==> config.mk <==
export PLATFORM = sky130hd
export DESIGN_NAME = lfa_regs
export DESIGN_NICKNAME = d
export VERILOG_FILES = /design/src/lfa_regs.v
export VERILOG_INCLUDE_DIRS = /design/src /design/src/src
export SDC_FILE = /design/constraint.sdc
export NUM_CORES = 1
export LEC_CHECK = 0
export ABC_AREA = 0
export BUFFER_PORTS_ARGS = -buffer_cell sky130_fd_sc_hd__buf_2
export CAP_MARGIN = 20
export CORE_AREA = 2 2 103 105
export DETAILED_ROUTE_END_ITERATION = 12
export DIE_AREA = 0 0 105 107
export GPL_TIMING_DRIVEN = 0
export PLACE_DENSITY_LB_ADDON = 0.08
export SYNTH_ARGS = -nofsm -noshare
export SYNTH_HDL_FRONTEND = slang
export SYNTH_SLANG_ARGS = --single-unit
==> constraint.sdc <==
create_clock -name clk_sys_i -period 2.58 [get_ports clk_sys_i]
set_clock_uncertainty 0.15 [all_clocks]
set_input_delay 0.258 -clock clk_sys_i [delete_from_list [all_inputs] [get_ports clk_sys_i]]
set_output_delay 0.258 -clock clk_sys_i [all_outputs]
set_load 0.05 [all_outputs]
==> src/lfa_consts.vh <==
`ifndef LFA_CONSTS_VH
`define LFA_CONSTS_VH

// ----------------------------------------------------------------------
// register offsets
// ----------------------------------------------------------------------
`define LFA_ADDR_W 10
`define LFA_LOOP0_CTRL_OFS 10'h2c2
`define LFA_LOOP0_PHASE_OFS 10'h2c3
`define LFA_LOOP0_FREQ_OFS 10'h2c4
`define LFA_LOOP1_CTRL_OFS 10'h2c5
`define LFA_LOOP1_PHASE_OFS 10'h2c6
`define LFA_LOOP1_FREQ_OFS 10'h2c7
`define LFA_LOOP2_CTRL_OFS 10'h2c8
`define LFA_LOOP2_PHASE_OFS 10'h2c9
`define LFA_LOOP2_FREQ_OFS 10'h2ca
`define LFA_FLAGS_OFS 10'h2ce
`define LFA_CHG_LIM_OFS 10'h2cf
`define LFA_LOOP_STRIDE 10'h003

// ----------------------------------------------------------------------
// reset values
// ----------------------------------------------------------------------
`define LFA_CTRL_RST 8'h01
`define LFA_PHASE_RST 8'hff
`define LFA_FREQ_RST 8'h04
`define LFA_FLAGS_RST 8'h00
`define LFA_CHG_LIM_RST 8'h00

// ----------------------------------------------------------------------
// field positions
// ----------------------------------------------------------------------
`define LFA_CTRL_MASTER_BIT 0
`define LFA_CTRL_FORCE_BIT 1
`define LFA_FLAGS_USED_MSB 5
`define LFA_CHG_LIM_USED_MSB 5

// ----------------------------------------------------------------------
// timing and units
// ----------------------------------------------------------------------
`define LFA_CLK_PERIOD_PS 4000
`define LFA_PHASE_STEP_NS 250
`define LFA_PHASE_STEP_CYC ((`LFA_PHASE_STEP_NS * 1000) / `LFA_CLK_PERIOD_PS)
`define LFA_FREQ_STEP_PPM 1
`define LFA_FREQ_MAX_PPM 255

`endif

==> src/lfa_regs.v <==
`timescale 1ns/1ps
`default_nettype none
`include "lfa_consts.vh"

module lfa_regs #(
	parameter LOOPS = 3,
	parameter DW = 8
) (
	input wire clk_sys_i,
	input wire nrst_i,
	input wire [`LFA_ADDR_W-1:0] reg_addr_i,
	input wire reg_wr_i,
	input wire [DW-1:0] reg_wdata_i,
	input wire reg_rd_i,
	output reg [DW-1:0] reg_rdata_o,
	input wire [LOOPS*DW-1:0] phase_err_i,
	input wire [LOOPS*DW-1:0] freq_err_i,
	output reg [LOOPS-1:0] quick_acquire_o,
	output wire [LOOPS-1:0] master_en_o,
	output wire [2*LOOPS-1:0] flags_o,
	output wire [DW-1:0] chg_lim_ctrl_o
);

	// ------------------------------------------------------------------
	// shared state
	// ------------------------------------------------------------------
	reg [2*LOOPS-1:0] flags_q;
	reg [2*LOOPS-1:0] flags_d;
	reg [`LFA_CHG_LIM_USED_MSB:0] chg_lim_q;
	wire [2*LOOPS-1:0] flag_set;
	wire [LOOPS*DW-1:0] loop_rd;
	wire [LOOPS-1:0] loop_hit;
	wire flags_hit;
	wire chg_hit;
	reg [DW-1:0] rd_mux;
	integer k;
	wire [LOOPS-1:0] acq_next;
	wire flags_we;
	wire [2*LOOPS-1:0] flags_keep;
	wire [DW-1:0] flags_rd;

	// ------------------------------------------------------------------
	// reset values at register width
	// ------------------------------------------------------------------
	localparam [DW-1:0] CTRL_RST = `LFA_CTRL_RST;
	localparam [DW-1:0] PHASE_RST = `LFA_PHASE_RST;
	localparam [DW-1:0] FREQ_RST = `LFA_FREQ_RST;
	localparam [DW-1:0] FLAGS_RST = `LFA_FLAGS_RST;
	localparam [DW-1:0] CHG_LIM_RST = `LFA_CHG_LIM_RST;

	assign flags_hit = (reg_addr_i == `LFA_FLAGS_OFS);
	assign chg_hit = (reg_addr_i == `LFA_CHG_LIM_OFS);
	assign flags_we = reg_wr_i && flags_hit;
	assign flags_keep = reg_wdata_i[2*LOOPS-1:0];
	assign flags_rd = {{(DW-2*LOOPS){1'b0}}, flags_q};
	assign flags_o = flags_q;
	assign chg_lim_ctrl_o = {{(DW-`LFA_CHG_LIM_USED_MSB-1){1'b0}}, chg_lim_q};

	// ------------------------------------------------------------------
	// per loop registers
	// ------------------------------------------------------------------
	genvar g;
	generate
		for (g = 0; g < LOOPS; g = g + 1) begin : g_loop
			wire [`LFA_ADDR_W-1:0] base;
			wire ctrl_hit;
			wire ph_hit;
			wire fr_hit;
			wire ph_exc;
			wire fr_exc;
			wire [DW-1:0] ph_err;
			wire [DW-1:0] fr_err;
			reg [1:0] ctrl_q;
			reg [DW-1:0] ph_lim_q;
			reg [DW-1:0] fr_lim_q;

			localparam integer BASE_OFS = `LFA_LOOP0_CTRL_OFS +
				`LFA_LOOP_STRIDE * g;

			assign base = BASE_OFS[`LFA_ADDR_W-1:0];
			assign ctrl_hit = (reg_addr_i == base);
			assign ph_hit = (reg_addr_i == base + 10'h001);
			assign fr_hit = (reg_addr_i == base + 10'h002);
			assign loop_hit[g] = ctrl_hit | ph_hit | fr_hit;
			assign ph_err = phase_err_i[g*DW +: DW];
			assign fr_err = freq_err_i[g*DW +: DW];

			always @(posedge clk_sys_i or negedge nrst_i) begin
				if (!nrst_i) begin
					ctrl_q <= CTRL_RST[1:0];
				end else if (reg_wr_i && ctrl_hit) begin
					ctrl_q <= reg_wdata_i[1:0];
				end
			end

			always @(posedge clk_sys_i or negedge nrst_i) begin
				if (!nrst_i) begin
					ph_lim_q <= PHASE_RST;
				end else if (reg_wr_i && ph_hit) begin
					ph_lim_q <= reg_wdata_i;
				end
			end

			always @(posedge clk_sys_i or negedge nrst_i) begin
				if (!nrst_i) begin
					fr_lim_q <= FREQ_RST;
				end else if (reg_wr_i && fr_hit) begin
					fr_lim_q <= reg_wdata_i;
				end
			end

			assign ph_exc = (ph_lim_q != {DW{1'b0}}) && (ph_err > ph_lim_q);
			assign fr_exc = (fr_lim_q != {DW{1'b0}}) && (fr_err > fr_lim_q);

			assign flag_set[2*g] = ph_exc;
			assign flag_set[2*g+1] = fr_exc;

			assign master_en_o[g] = ctrl_q[`LFA_CTRL_MASTER_BIT];

			assign acq_next[g] = ctrl_q[`LFA_CTRL_MASTER_BIT] &
				(ctrl_q[`LFA_CTRL_FORCE_BIT] | ph_exc | fr_exc);

			assign loop_rd[g*DW +: DW] =
				ctrl_hit ? {{(DW-2){1'b0}}, ctrl_q} :
				ph_hit ? ph_lim_q :
				fr_hit ? fr_lim_q : {DW{1'b0}};
		end
	endgenerate

	// ------------------------------------------------------------------
	// quick acquire request
	// ------------------------------------------------------------------
	// one flop per loop, all in one register with a single driver
	always @(posedge clk_sys_i or negedge nrst_i) begin
		if (!nrst_i) begin
			quick_acquire_o <= {LOOPS{1'b0}};
		end else begin
			quick_acquire_o <= acq_next;
		end
	end

	// ------------------------------------------------------------------
	// sticky flags
	// ------------------------------------------------------------------
	always @* begin
		flags_d = flags_q;
		if (flags_we) begin
			flags_d = flags_q & flags_keep;
		end
		flags_d = flags_d | flag_set;
	end

	always @(posedge clk_sys_i or negedge nrst_i) begin
		if (!nrst_i) begin
			flags_q <= FLAGS_RST[2*LOOPS-1:0];
		end else begin
			flags_q <= flags_d;
		end
	end

	// ------------------------------------------------------------------
	// change limiter control storage
	// ------------------------------------------------------------------
	always @(posedge clk_sys_i or negedge nrst_i) begin
		if (!nrst_i) begin
			chg_lim_q <= CHG_LIM_RST[`LFA_CHG_LIM_USED_MSB:0];
		end else if (reg_wr_i && chg_hit) begin
			chg_lim_q <= reg_wdata_i[`LFA_CHG_LIM_USED_MSB:0];
		end
	end

	// ------------------------------------------------------------------
	// read path
	// ------------------------------------------------------------------
	always @* begin
		rd_mux = {DW{1'b0}};
		for (k = 0; k < LOOPS; k = k + 1) begin
			if (loop_hit[k]) begin
				rd_mux = loop_rd[k*DW +: DW];
			end
		end
		if (flags_hit) begin
			rd_mux = flags_rd;
		end
		if (chg_hit) begin
			rd_mux = chg_lim_ctrl_o;
		end
	end

	always @(posedge clk_sys_i or negedge nrst_i) begin
		if (!nrst_i) begin
			reg_rdata_o <= {DW{1'b0}};
		end else if (reg_rd_i) begin
			reg_rdata_o <= rd_mux;
		end
	end

endmodule // lfa_regs

`default_nettype wire

## After elaboration in Yosys (flattened, before gate mapping)

Cells that the tools add are included.

| storage, ports and cells | value |
|---|---|
| bits in latches | 0 |
| word-level logic and storage cells | 85 |
| bits in writable memories | 0 |
| output and inout port bits | 28 |
| input bits | 70 |
| bits in registers | 77 |
| memory bits (read-only) | 0 |
| memories kept | 0 |

| cells by class | value |
|---|---|
| reduce and logical (&&, ||, !) cells | 23 |
| bitwise gates (word level) | 17 |
| shift operators | 0 |
| order comparisons | 6 |
| div/mod/pow operators | 0 |
| equal/unequal tests | 11 |
| multiplexer cells | 15 |
| add/sub/neg operators | 0 |
| $mul | 0 |

Operators by type and width:

| operator | count |
|---|---|
| $mux 8 | 14 |
| $eq 10x10->1 const B | 11 |
| $gt 8x8->1 | 6 |
| $reduce_bool 8->1 | 6 |
| $logic_and 1x1->1 | 17 |
| $or 1x1->1 | 12 |
| $and 6x6->6 | 1 |
| $mux 6 | 1 |
| $or 6x6->6 | 1 |
| $and 1x1->1 | 3 |

## Depth between registers and ports, before layout

| logic depth | value |
|---|---|
| depth after elaboration | 9 |
| gate-level depth with buffers | 8 |
| gate-level depth less buffers | 7 |

## Worst setup path before layout

Ideal clock, no wire load.

| timing path | value |
|---|---|
| path type | register to register |
| from | register g_loop[2].ph_lim_q[2] |
| to | register quick_acquire_o[2] |
| period minus slack after synthesis | 1.909 ns |
| stages on the path, launching flop included | 8 |
| path slack | 0.671 ns |
| buffers on the path | 0 |
| data arrival time | 1.636 ns |
| cell sequence | dfstp_2 > inv_1 > ha_1 > o21ai_0 > a21oi_1 > o41ai_1 > a221oi_1 > o31a_1 |

| between the ends | value |
|---|---|
| longest elaborated chain between the ends | 5 |
| elaborated cells between the ends (all ways) | 6 |
| those cells by class | order compare (1); bitwise (3); reduce/logical (2) |

Ends and longest elaborated chain:

| element | line | text |
|---|---|---|
| from (decl) | lfa_regs.v:74 | `reg [DW-1:0] ph_lim_q;` |
| from (signal assigned) | lfa_regs.v:100 | `ph_lim_q <= reg_wdata_i;` |
| $gt 8x8->1 or $reduce_bool 8->1 (tied branches) | lfa_regs.v:112 | `assign ph_exc = (ph_lim_q != {DW{1'b0}}) && (ph_err > ph_lim_q);` |
| $logic_and 1x1->1 (*) | lfa_regs.v:112 |  |
| $or 1x1->1 (*) (2 in a row) | lfa_regs.v:121 | `` (ctrl_q[`LFA_CTRL_FORCE_BIT] \| ph_exc \| fr_exc); `` |
| $and 1x1->1 (*) | lfa_regs.v:120 | `` assign acq_next[g] = ctrl_q[`LFA_CTRL_MASTER_BIT] & `` |
| named net acq_next[2] | lfa_regs.v:37 | `wire [LOOPS-1:0] acq_next;` |
| to (signal assigned) | lfa_regs.v:136 | `quick_acquire_o <= {LOOPS{1'b0}};` |
| to (signal assigned) | lfa_regs.v:138 | `quick_acquire_o <= acq_next;` |
| to (decl) | lfa_regs.v:18 | `output reg [LOOPS-1:0] quick_acquire_o,` |

The timed path passes the listed nets; every way through them passes the cells marked *.
A chain may end at the register's enable or synchronous reset.

## Final worst setup path

Ends and elaborated chain as after synthesis.

==> reports/qor.csv <==
stage,metric,value,unit
clock_tree,cts-root-buf,clkbuf_8,
clock_tree,cts_resized,0,
routing,drtPass1Iterations,5,
clock_tree,numCtsBuffers,9,
grt,grt_first_pass_wirelength,23600,microns
worst_hold_path,hold_class,input port to flip-flop,
yosys,netlist_area,5110,sq um
clock_tree,clk_path_buf_depth,2,
floorplanning,die_w,105,microns
finish,nets,776,
routing,vias,4622,
timing,fin_setup_tns,0,ns
yosys,async_reset_ff_share,100,%
timing,fmax,476,MHz
power,irDropWorstVdd,0.270,mV
clock_tree,cts_tree,yes,
floorplanning,rows,37,
timing,finalMaxSlewViolations,0,
routing,ant_nets,0,
power,power,2.87,mW
finish,area_delta_synth_final,17.0,%
yosys,ys_ff_latch,77,
placed_design,placed_cell_area,5780,sq um
placed_design,gp_congestion,0.927,
timing,min_period,2.10,ns
yosys,synth_ff_type,dfrtp_1,
power,p_per_area,479,nW/um^2
timing,setup_viol,0,
grt,first_global_vias,4432,
yosys,ys_warn_count,0,
yosys,ys_seq_area_share,38.4,%
yosys,yosysUniqueCellTypes,59,
placed_design,dp_hpwl,11200,microns
placed_design,portBuffers,93,
finish,diodes,0,
setup_path,start_kind,flip-flop,
clock_tree,clock_sinks,77,
routing,drt_iter0_drc,349,
yosys,synth_edf_count,0,
clock_tree,clk_pin_slew,0.09,ns
timing,relSlewSlack,52.1,%
timing,worstMarginPinSlew,0.718,ns
power,power.static_leakage,2.94,nW
floorplanning,die_h,107,microns
routing,routedWlPerCell,18.4,microns
finish,design_area,5990,sq um
yosys,syn_inst,551,
floorplanning,start_util,50.7,%
routing,avgViaCountPerCell,5.78,
outcome,outcome,"complete, no violations",
clock_tree,postCtsSetupBuffers,0,
grt,antenna_found_initial,0,
job,drv_cap,0,
floorplanning,dieArea,11200,sq um
grt,grt.total_usage,27.2,%
yosys,syn_area_per_cell,9.28,sq um
setup_path,crit_type,flip-flop to flip-flop,
floorplanning,io_pins,98,
clock_tree,h-tree-depth,3,
routing,post-route-drc-count,0,
floorplanning,core-area,10100,sq um
routing,wirelength,14700,microns
timing,fin_crit_sh,81.4,%
setup_path,cp.arrival,2.20,ns
setup_path,required,2.68,ns
finish,utilization,59.3,%
timing,rsz0062_at_grt,no,
timing,holdWs,0.0208,ns
grt,grt_overflow,0,
finish,drive_gt1_share,30.2,%
setup_path,critPathCaptureType,flip-flop,
clock_tree,clkLatencyLatePin,0.36,ns
setup_path,crit_fanout,3,
timing,hold_viol,0,
grt,grt_max_degree,42,
## layout make-up
cell class	count	area, sq um
fill	982	4110
timing repair buffer	95	498
buffer	27	146
sequential	77	1960
inverter	53	199
tap	136	170
clock inverter	6	61.3
multi-input combinational	395	2810
clock buffer	10	138
## metrics by stage
stage          setup slack, ns  std cells
2_1_floorplan            0.671        552
3_3_place_gp             0.388        781
3_5_place_dp             0.364        782
4_1_cts                  0.491        799
5_1_grt                  0.278        799
6_report                 0.481        799
## critical path, stage by stage, from the launching register on
cell and delay [ns]:
dfstp_2 0.56, inv_1 0.06, ha_1 0.28, o21ai_0 0.14, a21oi_1 0.06, o41ai_1 0.26, a221oi_1 0.19, o31a_1 0.30
## final timing paths
kind	cells after the start	slack [ns]	start	to
hold reg to reg	1	0.35	g_loop[2].ctrl_q[0]	quick_acquire_o[2]
min in group asynchronous	2	0.26	nrst_i	g_loop[0].fr_lim_q[3]
max in group asynchronous	3	1.39	nrst_i	g_loop[2].ph_lim_q[4]
hold / removal	3	0.02	reg_wdata_i[1]	flags_o[1]
setup reg to reg	7	0.48	g_loop[2].ph_lim_q[2]	quick_acquire_o[2]
setup / recovery	7	0.48	g_loop[2].ph_lim_q[2]	quick_acquire_o[2]
## per-layer routing
metal / global-route usage, % / wire (microns) / up-vias
met3: 6.50 / 1130 / 24
li1: - / - / 2193
met5: 0 / 0 / -
met2: 42.5 / 6640 / 197
met4: 7.05 / 293 / 0
met1: 37.9 / 6660 / 2208
## report_power, final
part	leakage, nW	internal (mW)	total (mW)	switching, mW
Sequential	0.877	1.28	1.34	0.0638
Clock	0.102	0.472	0.933	0.461
Combinational	1.96	0.187	0.593	0.406
Total	2.94	1.94	2.87	0.931
## cells in the mapped netlist, types with 3 or more instances
cell type	instances	share of area, %
a22oi_1	6	0.88
dfrtp_1	47	23
o21bai_1	4	0.59
inv_1	53	3.9
buf_2	9	0.88
nand4_1	10	1.2
a221oi_1	3	0.51
nand2b_1	16	2.0
or4_1	3	0.44
nor3_1	6	0.59
a211oi_1	3	0.44
nor4_1	14	1.7
o211ai_1	8	1.2
mux2_2	31	6.8
clkbuf_1	9	0.66
ha_1	48	12
buf_4	7	1.0
o21ai_0	56	5.5
nand3_1	14	1.4
nand2_1	56	4.1
dfstp_2	30	15
and3_1	7	0.86
nor2b_1	15	1.8
a31oi_1	8	0.98
o31a_1	3	0.51
nor2_1	14	1.0
a21o_1	5	0.73
a21oi_1	26	2.5
## cells by family (layout without fill, tap and decap cells)
family,after synthesis,in the layout,synth area share (%)
fa+ha+maj,48,48,11.7
simple gates,170,170,18.0
flops,77,77,38.4
mux,35,35,8.10
compound gates,140,140,16.9
other cells,1,2,0.0733
buf+inv,80,191,6.75
## cell usage in the layout, fill, tap and decap left out, types with 3 or more instances in the layout
cell      instances
buf_2           101
and3_1            7
nor2_1           14
a22oi_1           6
o31a_1            3
o211ai_1          8
nand4_1          10
a211oi_1          3
dfstp_2          30
nor4_1           14
clkbuf_8         10
a21o_1            5
nand2b_1         16
clkbuf_1          9
nand2_1          56
ha_1             48
nand3_1          14
buf_4             8
a21oi_1          26
nor2b_1          15
a31oi_1           8
or4_1             3
mux2_2           31
a221oi_1          3
nor3_1            6
o21ai_0          56
inv_1            53
dfrtp_1          47
clkinv_2          3
o21bai_1          4
## flip-flops by register name (all words and copies together), names as in the netlist
register,count
g_loop.fr_lim_q,24
g_loop.ph_lim_q,24
reg_rdata_o,8
chg_lim_q,6
flags_o,6
g_loop.ctrl_q,6
quick_acquire_o,3
## timing repair
item                                    4_1_cts  5_1_grt
hold endpoints to repair                     14        0
endpoints found under the setup margin        0        0
hold buffers                                  1        0
No activity file was read; power rests on OpenSTA's default activity.
